<file path="src/sac_map.vh">
// Named constants for the serial A/D converter port sequencer.
// Assumes inclusion by bare name from the design files of this block.
`ifndef SAC_MAP_VH
`define SAC_MAP_VH

// ************************************************************
// Result and output sequence
// ************************************************************
`define SAC_RES_W 8
`define SAC_IDX_W 5
`define SAC_IDX_NULL 5'h00
`define SAC_IDX_FIRST 5'h01
`define SAC_IDX_B0 5'h08
`define SAC_IDX_LSB_END 5'h0F
`define SAC_IDX_ZERO 5'h10

// ************************************************************
// Configuration word
// ************************************************************
`define SAC_CFG_W 2
`define SAC_CFG_FIRST 2'h0
`define SAC_CFG_LAST 2'h2

// ************************************************************
// Pin synchroniser layout and reset value
// ************************************************************
`define SAC_SYNC_W 3
`define SAC_SB_CS 2
`define SAC_SB_CLK 1
`define SAC_SB_DIN 0
`define SAC_SYNC_RST 3'h4

// ************************************************************
// Timing
// ************************************************************
`define SAC_CLK_NS 100
`define SAC_WAKE_NS 10000
`define SAC_WAKE_CYC ((`SAC_WAKE_NS + `SAC_CLK_NS - 1) / `SAC_CLK_NS)
`define SAC_WAKE_W 7

`endif

</file>
<file path="src/sac_sync.v">
// Two-stage synchroniser for the converter's serial port pins.
// Assumes every bit is asynchronous to mclk and needs no width beyond
// the pin group of the block.
`timescale 1ns/1ps
`include "sac_map.vh"

module sac_sync (
    // Clock and reset.
    input wire mclk,
    input wire rst_b,
    // Raw pins in, retimed levels out.
    input wire [`SAC_SYNC_W-1:0] pinIn,
    output reg [`SAC_SYNC_W-1:0] pinOut
);

    // The first stage is read by the second stage only.
    reg [`SAC_SYNC_W-1:0] stage1;

    always @(posedge mclk or negedge rst_b) begin
        if (!rst_b) begin
            stage1 <= `SAC_SYNC_RST;
            pinOut <= `SAC_SYNC_RST;
        end else begin
            stage1 <= pinIn;
            pinOut <= stage1;
        end
    end

endmodule // sac_sync

</file>
<file path="src/sac_serial_adc.v">
// Serial port and conversion sequencer of an 8-bit sampling converter.
// Assumes a host drives select, shift clock and data pins from outside
// the mclk domain, and an analog core that converts on convStart.
`timescale 1ns/1ps
`include "sac_map.vh"

module sac_serial_adc (
    // Clock and reset.
    input wire mclk,
    input wire rst_b,
    // Serial port pins from the host.
    input wire selectAndPowerdownN,
    input wire shiftClk,
    input wire serDataIn,
    // Serial data output with its enable.
    output reg serDataOut,
    output reg serDataOutEn,
    // Variant strap, sampled when select falls.
    input wire twoChannelMode,
    // Analog core side.
    input wire [`SAC_RES_W-1:0] convResult,
    output reg convPowerOn,
    output reg convStart,
    output reg convSingleEnded,
    output reg convPosSelB,
    // Status.
    output reg bitOrderSelect,
    output reg wakeShort,
    output reg resultSent
);

    // ************************************************************
    // Sequencer states
    // ************************************************************
    localparam [4:0] ST_OFF = 5'h01;
    localparam [4:0] ST_HUNT = 5'h02;
    localparam [4:0] ST_CFG = 5'h04;
    localparam [4:0] ST_NULL = 5'h08;
    localparam [4:0] ST_SEND = 5'h10;

    localparam [31:0] WAKE_CYC = `SAC_WAKE_CYC;

    // ************************************************************
    // Output bit of the sequence
    // ************************************************************
    // Index 0 is the null bit, 1..8 send B7..B0, 9..15 send B1..B7 when
    // the LSB-first repeat is on, and anything later is a zero.
    function outBit;
        input [`SAC_IDX_W-1:0] idx;
        input [`SAC_RES_W-1:0] res;
        input repeatLsb;
        reg [`SAC_IDX_W-1:0] pos;
        begin
            pos = `SAC_IDX_NULL;
            outBit = 1'b0;
            if (idx == `SAC_IDX_NULL) begin
                outBit = 1'b0;
            end else if (idx <= `SAC_IDX_B0) begin
                pos = `SAC_IDX_B0 - idx;
                outBit = res[pos[2:0]];
            end else if (repeatLsb && idx <= `SAC_IDX_LSB_END) begin
                pos = idx - `SAC_IDX_B0;
                outBit = res[pos[2:0]];
            end else begin
                outBit = 1'b0;
            end
        end
    endfunction

    // ************************************************************
    // Pin retiming and edge detection
    // ************************************************************
    wire [`SAC_SYNC_W-1:0] pinSync;
    reg clkPrev;
    reg [4:0] state;
    reg modeDual;
    reg [`SAC_CFG_W-1:0] cfgCnt;
    reg cfgSingle;
    reg cfgOdd;
    reg [`SAC_IDX_W-1:0] outIdx;
    reg [`SAC_RES_W-1:0] resHold;
    reg [`SAC_WAKE_W-1:0] wakeCnt;

    sac_sync u_sync (
        .mclk(mclk),
        .rst_b(rst_b),
        .pinIn({selectAndPowerdownN, shiftClk, serDataIn}),
        .pinOut(pinSync)
    );

    wire csHigh = pinSync[`SAC_SB_CS];
    wire clkNow = pinSync[`SAC_SB_CLK];
    wire dinNow = pinSync[`SAC_SB_DIN];
    // The shift clock is sampled, so its edges become one-cycle events.
    wire sRise = clkNow & ~clkPrev;
    wire sFall = ~clkNow & clkPrev;
    wire wakeOk = wakeCnt >= WAKE_CYC[`SAC_WAKE_W-1:0];

    always @(posedge mclk or negedge rst_b) begin
        if (!rst_b) begin
            clkPrev <= 1'b0;
        end else begin
            clkPrev <= clkNow;
        end
    end

    // ************************************************************
    // Wake-up time monitor
    // ************************************************************
    // The host owns the wake-up interval; this only counts it so that
    // a host that runs too fast shows up in wakeShort.
    always @(posedge mclk or negedge rst_b) begin
        if (!rst_b) begin
            wakeCnt <= {`SAC_WAKE_W{1'b0}};
        end else if (csHigh || state == ST_OFF) begin
            wakeCnt <= {`SAC_WAKE_W{1'b0}};
        end else if (!wakeOk) begin
            wakeCnt <= wakeCnt + 1'b1;
        end
    end

    // ************************************************************
    // Serial sequencer
    // ************************************************************
    always @(posedge mclk or negedge rst_b) begin
        if (!rst_b) begin
            state <= ST_OFF;
            modeDual <= 1'b0;
            cfgCnt <= `SAC_CFG_FIRST;
            cfgSingle <= 1'b0;
            cfgOdd <= 1'b0;
            outIdx <= `SAC_IDX_NULL;
            resHold <= {`SAC_RES_W{1'b0}};
            serDataOut <= 1'b0;
            serDataOutEn <= 1'b0;
            convPowerOn <= 1'b0;
            convStart <= 1'b0;
            convSingleEnded <= 1'b0;
            convPosSelB <= 1'b0;
            bitOrderSelect <= 1'b0;
            wakeShort <= 1'b0;
            resultSent <= 1'b0;
        end else if (csHigh) begin
            // Select high drops the driver and powers down at once.
            state <= ST_OFF;
            serDataOut <= 1'b0;
            serDataOutEn <= 1'b0;
            convPowerOn <= 1'b0;
            convStart <= 1'b0;
            cfgCnt <= `SAC_CFG_FIRST;
            outIdx <= `SAC_IDX_NULL;
        end else begin
            convPowerOn <= 1'b1;
            convStart <= 1'b0;
            case (state)
                ST_OFF: begin
                    // Select has fallen: a new exchange begins.
                    modeDual <= twoChannelMode;
                    wakeShort <= 1'b0;
                    resultSent <= 1'b0;
                    cfgCnt <= `SAC_CFG_FIRST;
                    outIdx <= `SAC_IDX_NULL;
                    state <= ST_HUNT;
                end
                ST_HUNT: begin
                    if (sRise) begin
                        if (!modeDual) begin
                            // Fixed differential input, no word.
                            convSingleEnded <= 1'b0;
                            convPosSelB <= 1'b0;
                            bitOrderSelect <= 1'b0;
                            convStart <= 1'b1;
                            state <= ST_NULL;
                        end else if (dinNow) begin
                            // Leading zeros are skipped.
                            cfgCnt <= `SAC_CFG_FIRST;
                            state <= ST_CFG;
                        end
                    end
                end
                ST_CFG: begin
                    if (sFall && cfgCnt == `SAC_CFG_LAST) begin
                        // Falling edge that launches the order bit.
                        if (!wakeOk) begin
                            wakeShort <= 1'b1;
                        end
                    end
                    if (sRise) begin
                        case (cfgCnt)
                            `SAC_CFG_FIRST: begin
                                cfgSingle <= dinNow;
                            end
                            `SAC_CFG_LAST: begin
                                // Word complete: mux set, convert.
                                bitOrderSelect <= dinNow;
                                convSingleEnded <= cfgSingle;
                                convPosSelB <= cfgOdd;
                                convStart <= 1'b1;
                                state <= ST_NULL;
                            end
                            default: begin
                                cfgOdd <= dinNow;
                            end
                        endcase
                        cfgCnt <= cfgCnt + 1'b1;
                    end
                end
                ST_NULL: begin
                    // Fourth falling edge after the start bit on the
                    // two-channel part, first after first rise otherwise.
                    if (sFall) begin
                        if (!modeDual && !wakeOk) begin
                            wakeShort <= 1'b1;
                        end
                        resHold <= convResult;
                        serDataOutEn <= 1'b1;
                        serDataOut <= outBit(`SAC_IDX_NULL,
                            convResult, 1'b0);
                        outIdx <= `SAC_IDX_FIRST;
                        state <= ST_SEND;
                    end
                end
                ST_SEND: begin
                    // Input is ignored here: the port is half duplex.
                    if (sFall) begin
                        serDataOut <= outBit(outIdx, resHold,
                            ~bitOrderSelect);
                        if (outIdx == `SAC_IDX_B0) begin
                            resultSent <= 1'b1;
                        end
                        if (outIdx != `SAC_IDX_ZERO) begin
                            outIdx <= outIdx + 1'b1;
                        end
                    end
                end
                default: begin
                    state <= ST_OFF;
                    serDataOutEn <= 1'b0;
                end
            endcase
        end
    end

endmodule // sac_serial_adc

</file>
<file path="config.mk">
export PLATFORM = sky130hd
export DESIGN_NAME = sac_serial_adc
export DESIGN_NICKNAME = d
export VERILOG_FILES = /design/src/sac_sync.v /design/src/sac_serial_adc.v
export VERILOG_INCLUDE_DIRS = /design/src
export SDC_FILE = /design/constraint.sdc
export NUM_CORES = 1
export LEC_CHECK = 0
export ABC_AREA = 1
export CELL_PAD_IN_SITES_DETAIL_PLACEMENT = 0
export CELL_PAD_IN_SITES_GLOBAL_PLACEMENT = 1
export CORE_UTILIZATION = 42
export DETAILED_ROUTE_END_ITERATION = 8
export DONT_BUFFER_PORTS = 1
export HOLD_SLACK_MARGIN = 0.02
export PLACE_DENSITY_LB_ADDON = 0.1
export REMOVE_ABC_BUFFERS = 1
export SYNTH_ARGS = -nofsm -noshare
export SYNTH_HDL_FRONTEND = slang
export SYNTH_SLANG_ARGS = --single-unit
</file>
<file path="constraint.sdc">
create_clock -name mclk -period 1.5 [get_ports mclk]
set_input_delay 0.075 -clock mclk [delete_from_list [all_inputs] [get_ports mclk]]
set_output_delay 0.075 -clock mclk [all_outputs]
set_load 0.02 [all_outputs]
</file>
# Word level (Yosys, flattened, before mapping)
# Cells that the tools add are included.
[totals]
reg_bits = 46
latch_bits = 0
ram_bits = 0
romBits = 0
input_bits = 14
output_inout_bits = 9
wordCells = 156
memories = 0
[classes]
add_sub_neg = 5
multipliers = 0
n_div = 0
n_lt_le_gt_ge = 5
eq_ne = 30
shifts = 0
muxes = 61
n_bitwise = 7
reduce_logical = 28
[op_table]
columns = ["op", "n"]
rows = [
  ["two-way mux 5 bit", 11],
  ["two-way mux 1 bit", 30],
  ["case mux 5 bit (5 select lines)", 1],
  ["inequality test 3 x 2 -> 1 bit, second input constant", 7],
  ["inequality test 2 bit, second input constant", 10],
  ["AND reduction 6 bit", 3],
  ["AND reduction 4 bit", 4],
  ["case mux 5 bit (3 select lines)", 1],
  ["two-way mux 7 bit", 2],
  ["case mux 1 bit (2 select lines)", 7],
  ["== test 5 x 4 -> 1 bit, second input constant", 2],
  ["less-or-equal comparator 5 x 4 -> 1 bit, second input constant", 2],
  ["two-way mux 2 bit", 5],
  ["< comparator 3 x 4 -> 1 bit, second input constant", 2],
  ["nonzero test 4 bit", 2],
  ["adder 7 x 1 -> 7 bit, second input constant", 1],
  [">= comparator 7 bit, second input constant", 1],
  ["binary-select mux 1 bit (select 3 bit)", 2],
  ["inequality test 2 x 1 -> 1 bit, second input constant", 3],
  ["case mux 2 bit (3 select lines)", 1],
  ["AND reduction 3 bit", 2],
  ["nonzero test 3 bit", 2],
  ["adder 5 x 1 -> 5 bit, second input constant", 1],
  ["== test 5 x 1 -> 1 bit, second input constant", 1],
  ["other kinds (23)", 33],
]

# Depth between registers and ports, before layout
# Gate-level depths: netlist (run 1).
[logic_depth]
ltp_word = 9
ltp_mapped = 12
mapped_depth_nobuf = 11

# Modules after synthesis
# A second synthesis (run 1) with hierarchy kept.
[hier_totals]
hier_cells = 325
area_unflattened_um2 = 2498.6
[by_module_without_submodules]
columns = ["module", "instances", "cells_per_inst", "area_each_um2", "seq_area_each_um2"]
rows = [
  ["sac_serial_adc", 1, 319, 2346.0, 1002.2],
  ["sac_sync", 1, 6, 152.6, 152.6],
]

# Worst setup path after synthesis (run 1)
# Ideal clock, no wire load.
[synth_path]
path_kind = "register to register"
start = "reg outIdx[0]"
end = "reg outIdx[1]"
setup_time_ps = 117
arrival_ps = 1396
required_time_ps = 1383
path_slack_ps = -13
path_stages_with_launch = 10
n_path_buf = 1
synth_period_minus_slack_ps = 1513
cell_sequence = "dfrtp_1 buf_2 inv_1 ha_1 nand2_2 nor3_1 o21ai_2 nand3_2 nand2_1 nand2_1"
[synth_between]
elab_chain_len = 5
elab_cells_between_ends = 8
cone_classes = "add/sub: 1; eq/ne: 2; mux: 4; reduce/logical: 1"
[synth_lines]
columns = ["item", "line_no", "source"]
rows = [
  ["start: declaration", "sac_serial_adc.v:80", "reg [`SAC_IDX_W-1:0] outIdx;"],
  ["start signal: assignment", "sac_serial_adc.v:132", "outIdx <= `SAC_IDX_NULL;"],
  ["start signal: assignment", "sac_serial_adc.v:151", "outIdx <= `SAC_IDX_NULL;"],
  ["start signal: assignment", "sac_serial_adc.v:162", "outIdx <= `SAC_IDX_NULL;"],
  ["adder 5 x 1 -> 5 bit", "sac_serial_adc.v:232", "outIdx <= outIdx + 1'b1;"],
  ["two-way mux 5 bit", "sac_serial_adc.v:231", "if (outIdx != `SAC_IDX_ZERO) begin"],
  ["two-way mux 5 bit", "sac_serial_adc.v:225", "if (sFall) begin"],
  ["case mux 5 bit (3 select lines)", "sac_serial_adc.v:155", "case (state)"],
  ["two-way mux 5 bit", "sac_serial_adc.v:143", "end else if (csHigh) begin"],
]
# Several ways; a longest one is shown, not always the timed one. The select of a mux whose other input is x is not followed.
# A chain may end at the register's enable or synchronous reset.

# Worst setup path after layout (run 1)
[layout_path]
start = "reg state[0]"
end = "reg outIdx[4]"
[layout_between]
elab_chain_len = 3
elab_cells_between_ends = 10
cone_classes = "eq/ne: 6; mux: 2; reduce/logical: 2"
[layout_lines]
columns = ["item", "line_no", "source"]
rows = [
  ["start: declaration", "sac_serial_adc.v:75", "reg [4:0] state;"],
  ["start signal: assignment", "sac_serial_adc.v:127", "state <= ST_OFF;"],
  ["start signal: assignment", "sac_serial_adc.v:145", "state <= ST_OFF;"],
  ["start signal: assignment", "sac_serial_adc.v:163", "state <= ST_HUNT;"],
  ["== test 5 bit, or another cell as far along", "sac_serial_adc.v:155", ""],
  ["inequality test 3 x 2 -> 1 bit (no line), or another cell as far along", "n/a", ""],
  ["AND reduction 4 bit (no line) or two-way mux 5 bit (tied branches)", "n/a", ""],
  ["end signal: assignment", "sac_serial_adc.v:151", ""],
  ["end signal: assignment", "sac_serial_adc.v:162", ""],
  ["end signal: assignment", "sac_serial_adc.v:219", "outIdx <= `SAC_IDX_FIRST;"],
]
# Several ways; a longest one is shown, not always the timed one.

==> results.ini, run 1 <==
[timing]
hold_viol_final = 0
fin_crit_ps = 1480
final-setup-viol-count = 0
slew-limit-headroom_pct = 74.7
slew_violations = 0
grt_setup_unrepaired = yes
clock.fmax_mhz = 675
tightest_slew_ps = 379
finalCritPeriodShare_pct = 98.7
finClkSkew_ps = 8.60

[die]
io_pins = 23
floorplan.initialDensity_pct = 44.7
die-area_sq_um = 6350
die_w_microns = 79.7
die_h_microns = 79.7
rows = 27
core_sq_um = 5680

[synth]
yosysSeqAreaShare_pct = 45.5
synthTopCellsByArea = dfrtp_1 (42%), nand2_1 (14%), nand3_1 (6.5%)
yosysWarnings = 0
ys_types = 31
ys_async_sr_fraction_pct = 100
yosysTopAreaCellShare_pct = 42.4
synthCells = 320
synth_edf_count = 0
synthFlopType = dfrtp_1
synthTopCellsByCount = nand2_1 (95), dfrtp_1 (43), inv_1 (35)
syn_avg_cell_area_sq_um = 7.93
netlist_area_sq_um = 2540
ys_ff_latch = 46
yosysTopAreaCell = dfrtp_1
yosysMostFrequentCell = nand2_1

[cts]
clk_path_buf_depth = 2
cts_tree = yes
clk_latency_ps = 300
htree_levels = 2
clkTransAtPathRegs_ps = 90
cts-root-buf = clkbuf_8
cts_buffers = 5
cts_sinks = 46

[placed_design]
finalWeightedCongestion = 0.847
placed_area_sq_um = 2700
place.detailed.hpwl_microns = 3980
dp.cells = 402
io_buffer_count = 0

[outcome]
status = finished clean

[detailed_routing]
vias = 2123
first_pass_iters = 4
viasPerCell = 4.89
detail_route.wl_per_cell_microns = 13.1
drt_iter0_drc = 72
ant_nets = 0
drc = 0
finalWirelength_microns = 5670

[worst_setup_path]
critPathMaxFanout = 5
cp-end-kind = register
reg2regPathDepth = 8
r2r-end = outIdx[4]$_DFFE_PN0P_
startpoint_type = register
required_ps = 1740
path_class = reg -> reg
regToRegStartpoint = state[0]$_DFFE_PN1P_
worstSetupStartpoint = state[0]$_DFFE_PN1P_
reg2reg_slack_ps = 20
crit_arrival_ps = 1720

[global_routing]
track_usage_pct = 19.6
use_met2_pct = 31.5
antenna_found_initial = 0
first_global_vias = 2042
use_met3_pct = 3.89
use_met1_pct = 26.3
grt_max_degree = 47
busiest_layer = met2
grt-ovfl-total = 0
grt_pass1_wl_microns = 9490

[cells_and_area]
drive_gt1_share_pct = 25.7
fin_util_pct = 56.0
diodes = 0
syn_to_final_growth_pct = 25.3
nets = 382
fin_area_sq_um = 3180
final_cells = 434

[power_and_ir_drop]
peakVddDrop_mv = 0.649
power.density_nw_per_um2 = 952
leakage_nw = 1.57

[min_path]
hp-class = in -> async

[run]
maxCapViolCount = 0

==> flip-flops by register name (all words and copies together), names as in the netlist, 2 cells and up <==
signal	count
outIdx	5
u_sync.pinOut	3
state	5
wakeCnt	7
resHold	8
u_sync.stage1	3
cfgCnt	2
==> where the power goes <==
group / leakage, nW / switching (mW) / total, mW / internal [mW]
combinational: 0.943 / 0.462 / 0.763 / 0.300
clock: 0.0544 / 0.428 / 0.851 / 0.423
sequential: 0.572 / 0.0784 / 1.41 / 1.33
==> worst max path at each step <==
| stage | end | cells after the start |
|---|---|---|
| final | outIdx[4]$_DFFE_PN0P_ | 8 |
| after global routing | outIdx[3]$_DFFE_PN0P_ | 7 |
| after CTS | state[2]$_DFFE_PN0P_ | 8 |
| after detailed placement | outIdx[2]$_DFFE_PN0P_ | 8 |
| after global placement | outIdx[0]$_DFFE_PN0P_ | 7 |
| after floorplan | outIdx[0]$_DFFE_PN0P_ | 8 |
==> placed cells by master (no fill, tap or decap), drive strengths merged, types with 9 or more instances in the layout <==
cell type and instances:
dfrtp 43, dlygate4sd3 13, buf 26, nand2 104, nand3 39, nor2 35, nor3 9, o21ai 16
inv 40
==> through the flow <==
step	hold WS, ps	setup WS, ps	power, mW	TNS, ps
detailed placement	-220	-31.8	1.99	-112
finish	272	18.8	3.03	0
global placement	-219	23.3	1.99	0
global route	297	-79.5	3.21	-1000
CTS	269	27.1	2.91	0
floorplan	-221	-13.8	1.85	-60.7
==> area by class of cell <==
cell class / count / area (sq um)
Clock buffer: 7 / 96.3
Clock inverter: 1 / 8.76
Fill cell: 535 / 2500
Inverter: 40 / 153
Multi-Input combinational cell: 229 / 1310
Sequential cell: 46 / 1160
Tap cell: 72 / 90.1
Timing Repair Buffer: 39 / 360
==> critical path: stages, from the launching register on <==
cell,delay (ps)
dfstp_2,600
nor2_4,80
nand3_1,120
nor2_4,60
nand3_4,100
inv_2,60
nor2_4,200
nand3_1,110
nand2_1,80
==> kinds of logic (layout without fill, tap and decap cells) <==
family	after synthesis	count (layout)	synth area share, %
simple gates	196	196	37.4
flops	46	46	45.5
buf+inv	45	87	7.60
compound gates	23	23	4.98
fa+ha+maj	7	7	3.45
xor+xnor	3	3	1.04
==> repair_timing <==
action	4_1_cts	5_1_grt
pin swaps	1	19
resized for setup	1	37
setup buffers	3	7
setup endpoints to repair	6	25
hold buffers	14	0
hold endpoints to repair	58	0
==> routing by layer <==
| layer | routed length, microns | share of wire [%] |
|---|---|---|
| met5 | 0 | 0 |
| met2 | 2660 | 47 |
| met3 | 146 | 2.6 |
| met1 | 2800 | 49 |
| met4 | 62 | 1.1 |
Note: power is estimated with default switching activity, not from simulation.
==> inputs of run 2 (changes only) <==
--- a/config.mk
+++ b/config.mk
@@ -9,7 +9,7 @@
 export ABC_AREA = 1
 export CELL_PAD_IN_SITES_DETAIL_PLACEMENT = 0
 export CELL_PAD_IN_SITES_GLOBAL_PLACEMENT = 1
-export CORE_UTILIZATION = 42
+export CORE_UTILIZATION = 47
 export DETAILED_ROUTE_END_ITERATION = 8
 export DONT_BUFFER_PORTS = 1
 export HOLD_SLACK_MARGIN = 0.02
==> constraint.sdc (replaced) <==
create_clock -name mclk -period 1.68 [get_ports mclk]
set_input_delay 0.084 -clock mclk [delete_from_list [all_inputs] [get_ports mclk]]
set_output_delay 0.084 -clock mclk [all_outputs]
set_load 0.02 [all_outputs]
==> run 2 against run 1 <==
Hold slack better by 15 ps. Critical path depth is the same. Core utilization is 0.62 points higher.
==> results.ini, run 2 (synthesis results as in run 1) <==
[power_and_ir_drop]
power.density_nw_per_um2 = 849  ; -11%
peakVddDrop_mv = 0.631  ; -2.8%
leakage_nw = 1.48  ; -5.9%
fin_total_pwr_mw = 2.47  ; -18%

[global_routing]
first_global_vias = 1870  ; -8.4%
track_usage_pct = 20.6  ; +0.98 points
grt-ovfl-total = 0  ; unchanged
antenna_found_initial = 0  ; unchanged
grt_pass1_wl_microns = 8670  ; -8.6%
grt_max_degree = 47  ; unchanged

[timing]
hold_viol_final = 0  ; unchanged
clock.fmax_mhz = 639  ; -5.4%
tightest_slew_ps = 369  ; -10.3 ps
holdWs_ps = 287  ; +14.6 ps
final-setup-viol-count = 0  ; unchanged
finalCritPeriodShare_pct = 93.2  ; -5.5 points
slew-limit-headroom_pct = 75.4  ; +0.69 points
fin_crit_ps = 1570  ; +84.9 ps
fin_setup_tns_ps = 0  ; unchanged
slew_violations = 0  ; unchanged
finClkSkew_ps = 9.77  ; +1.17 ps

[worst_setup_path]
critPathMaxFanout = 7  ; +2
r2r-end = outIdx[3]$_DFFE_PN0P_
path_cells = inv_1 > ha_1 > nand2_2 > nor3_2 > o21ai_2 > nand3_2 > nand2_1 > nand2_1
slowest_stage = dfrtp_2
reg2reg_slack_ps = 110  ; +100 ps
cp-end-kind = register
slowest_delay_ps = 430  ; -170 ps
path_class = reg -> reg
startpoint_type = register
crit_top_cell = nand2_1
regToRegStartpoint = outIdx[1]$_DFFE_PN0P_
reg2regPathDepth = 8  ; unchanged
crit_arrival_ps = 1760  ; +40 ps
required_ps = 1870  ; +130 ps

[die]
io_pins = 23  ; unchanged
die_h_microns = 75.5  ; -5.3%
die_w_microns = 75.5  ; -5.3%
floorplan.initialDensity_pct = 49.3  ; +4.7 points
rows = 26  ; -3.7%
core_sq_um = 5140  ; -9.4%
die-area_sq_um = 5690  ; -10%

[min_path]
hp-class = in -> async

[cts]
cts_tree = yes
clkTransAtPathRegs_ps = 90  ; about the same
cts-root-buf = clkbuf_8
cts_sinks = 46  ; unchanged
htree_levels = 2  ; unchanged
clk_path_buf_depth = 2  ; unchanged
clk_latency_ps = 300  ; about the same
cts_buffers = 5  ; unchanged

[cells_and_area]
regMostFlops = resHold
drive_gt1_share_pct = 16.1  ; -9.6 points
syn_to_final_growth_pct = 14.7
final_common_cell = nand2_1
layout_common_cells = nand2_1 (95), dfrtp_1 (42), inv_1 (35)
largest_reg_flops = 8  ; unchanged
fin_area_sq_um = 2910  ; -8.4%
final_cells = 417  ; -3.9%
nets = 367  ; -3.9%
diodes = 0  ; unchanged
top_regs = resHold: 8 flops, wakeCnt: 7 flops

[detailed_routing]
vias = 2077  ; -2.2%
finalWirelength_microns = 5360  ; -5.4%
drc = 0  ; unchanged
detail_route.wl_per_cell_microns = 12.9  ; -1.5%
drt_iter0_drc = 123  ; +71%
first_pass_iters = 4  ; unchanged
viasPerCell = 4.98  ; +1.8%
ant_nets = 0  ; unchanged

[outcome]
status = finished clean

[placed_design]
place.detailed.hpwl_microns = 3860  ; -2.8%
placed_area_sq_um = 2640  ; -2.3%
io_buffer_count = 0  ; unchanged
finalWeightedCongestion = 0.831  ; -2.0%
dp.cells = 392  ; -2.5%

[run]
maxCapViolCount = 0  ; unchanged

run 2: metal layers:
metal	up-vias	GRT usage, %	share of wire (%)
met5	-	0	0
li1	1069	-	-
met1	953	27.5	48
met3	6	4.76	4.9
met4	0	6.38	1.3
met2	49	33.3	46
run 2: stage by stage:
step	util, %	setup slack [ps]
floorplan	-	166
CTS	56.0	49.7
global placement	51.3	148
global route	56.6	-11.6
finish	56.6	114
detailed placement	51.3	63.4
run 2: how the worst max path moves through the flow:
| stage | startpoint | end | slack, ps | cells past startpoint |
|---|---|---|---|---|
| after floorplan | outIdx[0]$_DFFE_PN0P_ | outIdx[0]$_DFFE_PN0P_ | 170 | 8 |
| after global placement | outIdx[1]$_DFFE_PN0P_ | outIdx[1]$_DFFE_PN0P_ | 150 | 8 |
| after detailed placement | outIdx[1]$_DFFE_PN0P_ | outIdx[4]$_DFFE_PN0P_ | 60 | 8 |
| after CTS | outIdx[1]$_DFFE_PN0P_ | outIdx[1]$_DFFE_PN0P_ | 50 | 8 |
| after global routing | outIdx[1]$_DFFE_PN0P_ | outIdx[2]$_DFFE_PN0P_ | -10 | 8 |
| final | outIdx[1]$_DFFE_PN0P_ | outIdx[3]$_DFFE_PN0P_ | 110 | 8 |
run 2: area by class of cell:
type                            count  area, sq um
Fill cell                         508         2230
Multi-Input combinational cell    229         1190
Sequential cell                    46         1160
Timing Repair Buffer               24          233
Inverter                           40          153
Tap cell                           70         87.6
Clock buffer                        6         72.6
Clock inverter                      2         13.8
run 2: worst max-delay path, delay by kind of cell (launching register included):
kind	cells	cell delay, ps
AOI/OAI and AO/OA	1	250
adders and majority gates	1	210
buffers and inverters	1	90
DFF	1	430
and+or+nand+nor	5	480
run 2: timing repair:
action,4_1_cts,5_1_grt
resized for setup,0,2
hold buffers,14,0
setup buffers,0,3
endpoints found under the hold margin,58,0
endpoints found under the setup margin,0,6
run 2: report_power, final:
part | internal [mW] | leakage [nW] | switching [mW] | total (mW)
logic | 0.183 | 0.860 | 0.356 | 0.539
registers | 1.19 | 0.572 | 0.0677 | 1.26
clock network | 0.294 | 0.0452 | 0.380 | 0.673
==> inputs of run 3 (changes only) <==
--- a/config.mk
+++ b/config.mk
@@ -13,7 +13,7 @@
 export DETAILED_ROUTE_END_ITERATION = 8
 export DONT_BUFFER_PORTS = 1
 export HOLD_SLACK_MARGIN = 0.02
-export PLACE_DENSITY_LB_ADDON = 0.1
+export PLACE_DENSITY = 0.82
 export REMOVE_ABC_BUFFERS = 1
 export SYNTH_ARGS = -nofsm -noshare
 export SYNTH_HDL_FRONTEND = slang
==> run 3 against run 2 <==
Combinational power about the same. Sequential power hardly changed. Critical path type unchanged. Global-route usage is essentially flat. Register-to-register slack about the same. Maximum frequency is 0.34% higher. Final cell count unchanged. Highest routed layer unchanged. Largest cell class unchanged.
==> results.ini, run 3 (synthesis results as in run 1) <==
[timing]
tightest_slew_ps = 412  ; +43.5 ps
finClkSkew_ps = 14.0  ; +4.22 ps
final-setup-viol-count = 0  ; unchanged
clock.fmax_mhz = 641  ; +0.34%
fin_crit_ps = 1560  ; -5.35 ps
slew_violations = 0  ; unchanged
finalCritPeriodShare_pct = 92.9  ; -0.32 points
hold_viol_final = 0  ; unchanged
slew-limit-headroom_pct = 72.5  ; -2.9 points

[detailed_routing]
viasPerCell = 4.96  ; -0.39%
drt_iter0_drc = 91  ; -26%
vias = 2069  ; -0.39%
detail_route.wl_per_cell_microns = 12.8  ; -0.78%
ant_nets = 0  ; unchanged
drc = 0  ; unchanged
finalWirelength_microns = 5320  ; -0.78%
first_pass_iters = 4  ; unchanged

[worst_setup_path]
crit_buf_inv = 1  ; unchanged
reg2reg_slack_ps = 120  ; about the same
crit_arrival_ps = 1750  ; about the same
startpoint_type = register
required_ps = 1870  ; about the same
critPathMaxFanout = 7  ; unchanged
cp-end-kind = register
slowest_delay_ps = 430  ; about the same
path_cells = inv_1 > ha_1 > nand2_2 > nor3_2 > o21ai_2 > nand3_2 > nand2_1 > nand2_1
r2r-end = outIdx[3]$_DFFE_PN0P_
regToRegStartpoint = outIdx[1]$_DFFE_PN0P_
reg2regPathDepth = 8  ; unchanged
crit_top_cell = nand2_1
path_delay_family = simple AND/OR/NAND/NOR gates
path_class = reg -> reg
slowest_stage = dfrtp_2

[cts]
cts_sinks = 46  ; unchanged
htree_levels = 2  ; unchanged
clkTransAtPathRegs_ps = 90  ; about the same
cts_buffers = 5  ; unchanged
clk_path_buf_depth = 2  ; unchanged
cts-root-buf = clkbuf_8
cts_tree = yes
clk_latency_ps = 310  ; about the same

[cells_and_area]
fin_util_pct = 56.8  ; +0.17 points
regMostFlops = resHold
nets = 367  ; unchanged
layout_common_cells = nand2_1 (95), dfrtp_1 (42), inv_1 (35)
top_regs = resHold: 8 flops, wakeCnt: 7 flops
multiInputGateArea_sq_um = 1190  ; unchanged
final_common_cell = nand2_1
largest_reg_flops = 8  ; unchanged
drive_gt1_share_pct = 16.1  ; unchanged
final_cells = 417  ; unchanged
final-seq-area_sq_um = 1160  ; unchanged
diodes = 0  ; unchanged
syn_to_final_growth_pct = 15.0
fillers = 519  ; +2.2%

[global_routing]
antenna_found_initial = 0  ; unchanged
grt_pass1_wl_microns = 8670  ; unchanged
grt_max_degree = 47  ; unchanged
grt-ovfl-total = 0  ; unchanged
track_usage_pct = 20.6  ; about the same
first_global_vias = 1910  ; +2.1%

[power_and_ir_drop]
leakage_nw = 1.48  ; +0.34%
fin_total_pwr_mw = 2.51  ; +1.7%
peakVddDrop_mv = 0.537  ; -15%
power.density_nw_per_um2 = 861  ; +1.4%

[placed_design]
finalWeightedCongestion = 0.880  ; +6.0%
place.detailed.hpwl_microns = 3850  ; -0.42%
io_buffer_count = 0  ; unchanged
dp.cells = 392  ; unchanged

[die]
floorplan.initialDensity_pct = 49.3  ; unchanged
rows = 26  ; unchanged
core_sq_um = 5140  ; unchanged
die-area_sq_um = 5690  ; unchanged
die_h_microns = 75.5  ; unchanged
io_pins = 23  ; unchanged
die_w_microns = 75.5  ; unchanged

[min_path]
hp-class = in -> async

[run]
maxCapViolCount = 0  ; unchanged

[outcome]
status = finished clean

-- run 3: cell types whose count changed in the layout (fill, tap and decap cells not counted) --
cell / delta
inv_6: +1
clkbuf_8: +1
clkinv_2: -1
clkinv_4: -1
-- run 3: per-layer routing --
metal | wire length [microns] | global-route usage, %
met1 | 2640 | 28.5
met2 | 2420 | 32.6
met3 | 180 | 3.04
met4 | 82 | 8.02
met5 | 0 | 0
-- run 3: final cells by class --
cell class                      count  share of cell area (%)
Multi-Input combinational cell    229                    40.9
Sequential cell                    46                    39.6
Timing Repair Buffer               24                    7.98
Inverter                           40                    5.23
Tap cell                           70                    3.00
Clock buffer                        7                    2.96
Clock inverter                      1                   0.300
-- run 3: worst max-delay path by stage --
stage	from	end	slack [ps]	cells after the start
floorplan	outIdx[0]$_DFFE_PN0P_	outIdx[0]$_DFFE_PN0P_	170	8
CTS	outIdx[1]$_DFFE_PN0P_	outIdx[2]$_DFFE_PN0P_	50	8
global placement	outIdx[1]$_DFFE_PN0P_	outIdx[1]$_DFFE_PN0P_	160	8
global route	outIdx[1]$_DFFE_PN0P_	outIdx[2]$_DFFE_PN0P_	-5	8
detailed placement	outIdx[1]$_DFFE_PN0P_	outIdx[2]$_DFFE_PN0P_	80	8
finish	outIdx[1]$_DFFE_PN0P_	outIdx[3]$_DFFE_PN0P_	120	8
-- run 3: timing repair --
item | 4_1_cts | 5_1_grt
hold endpoints to repair | 58 | 0
resized for setup | 0 | 2
hold buffers | 14 | 0
buffers inserted | 0 | 3
setup endpoints to repair | 0 | 5
-- run 3: per-stage QoR --
stage / cell area [sq um] / setup WS, ps / TNS (ps) / hold slack, ps
CTS: 2890 / 53.8 / 0 / 275
detailed placement: 2640 / 76.9 / 0 / -211
floorplan: 2500 / 166 / 0 / -212
global placement: 2640 / 158 / 0 / -210
finish: 2920 / 119 / 0 / 273
global route: 2920 / -5.01 / -6.23 / 304
-- run 3: power by group --
| part | total (mW) | switching (mW) | internal, mW |
|---|---|---|---|
| sequential | 1.26 | 0.0661 | 1.19 |
| clock | 0.716 | 0.376 | 0.340 |
| combinational | 0.540 | 0.355 | 0.185 |
| total | 2.51 | 0.798 | 1.72 |
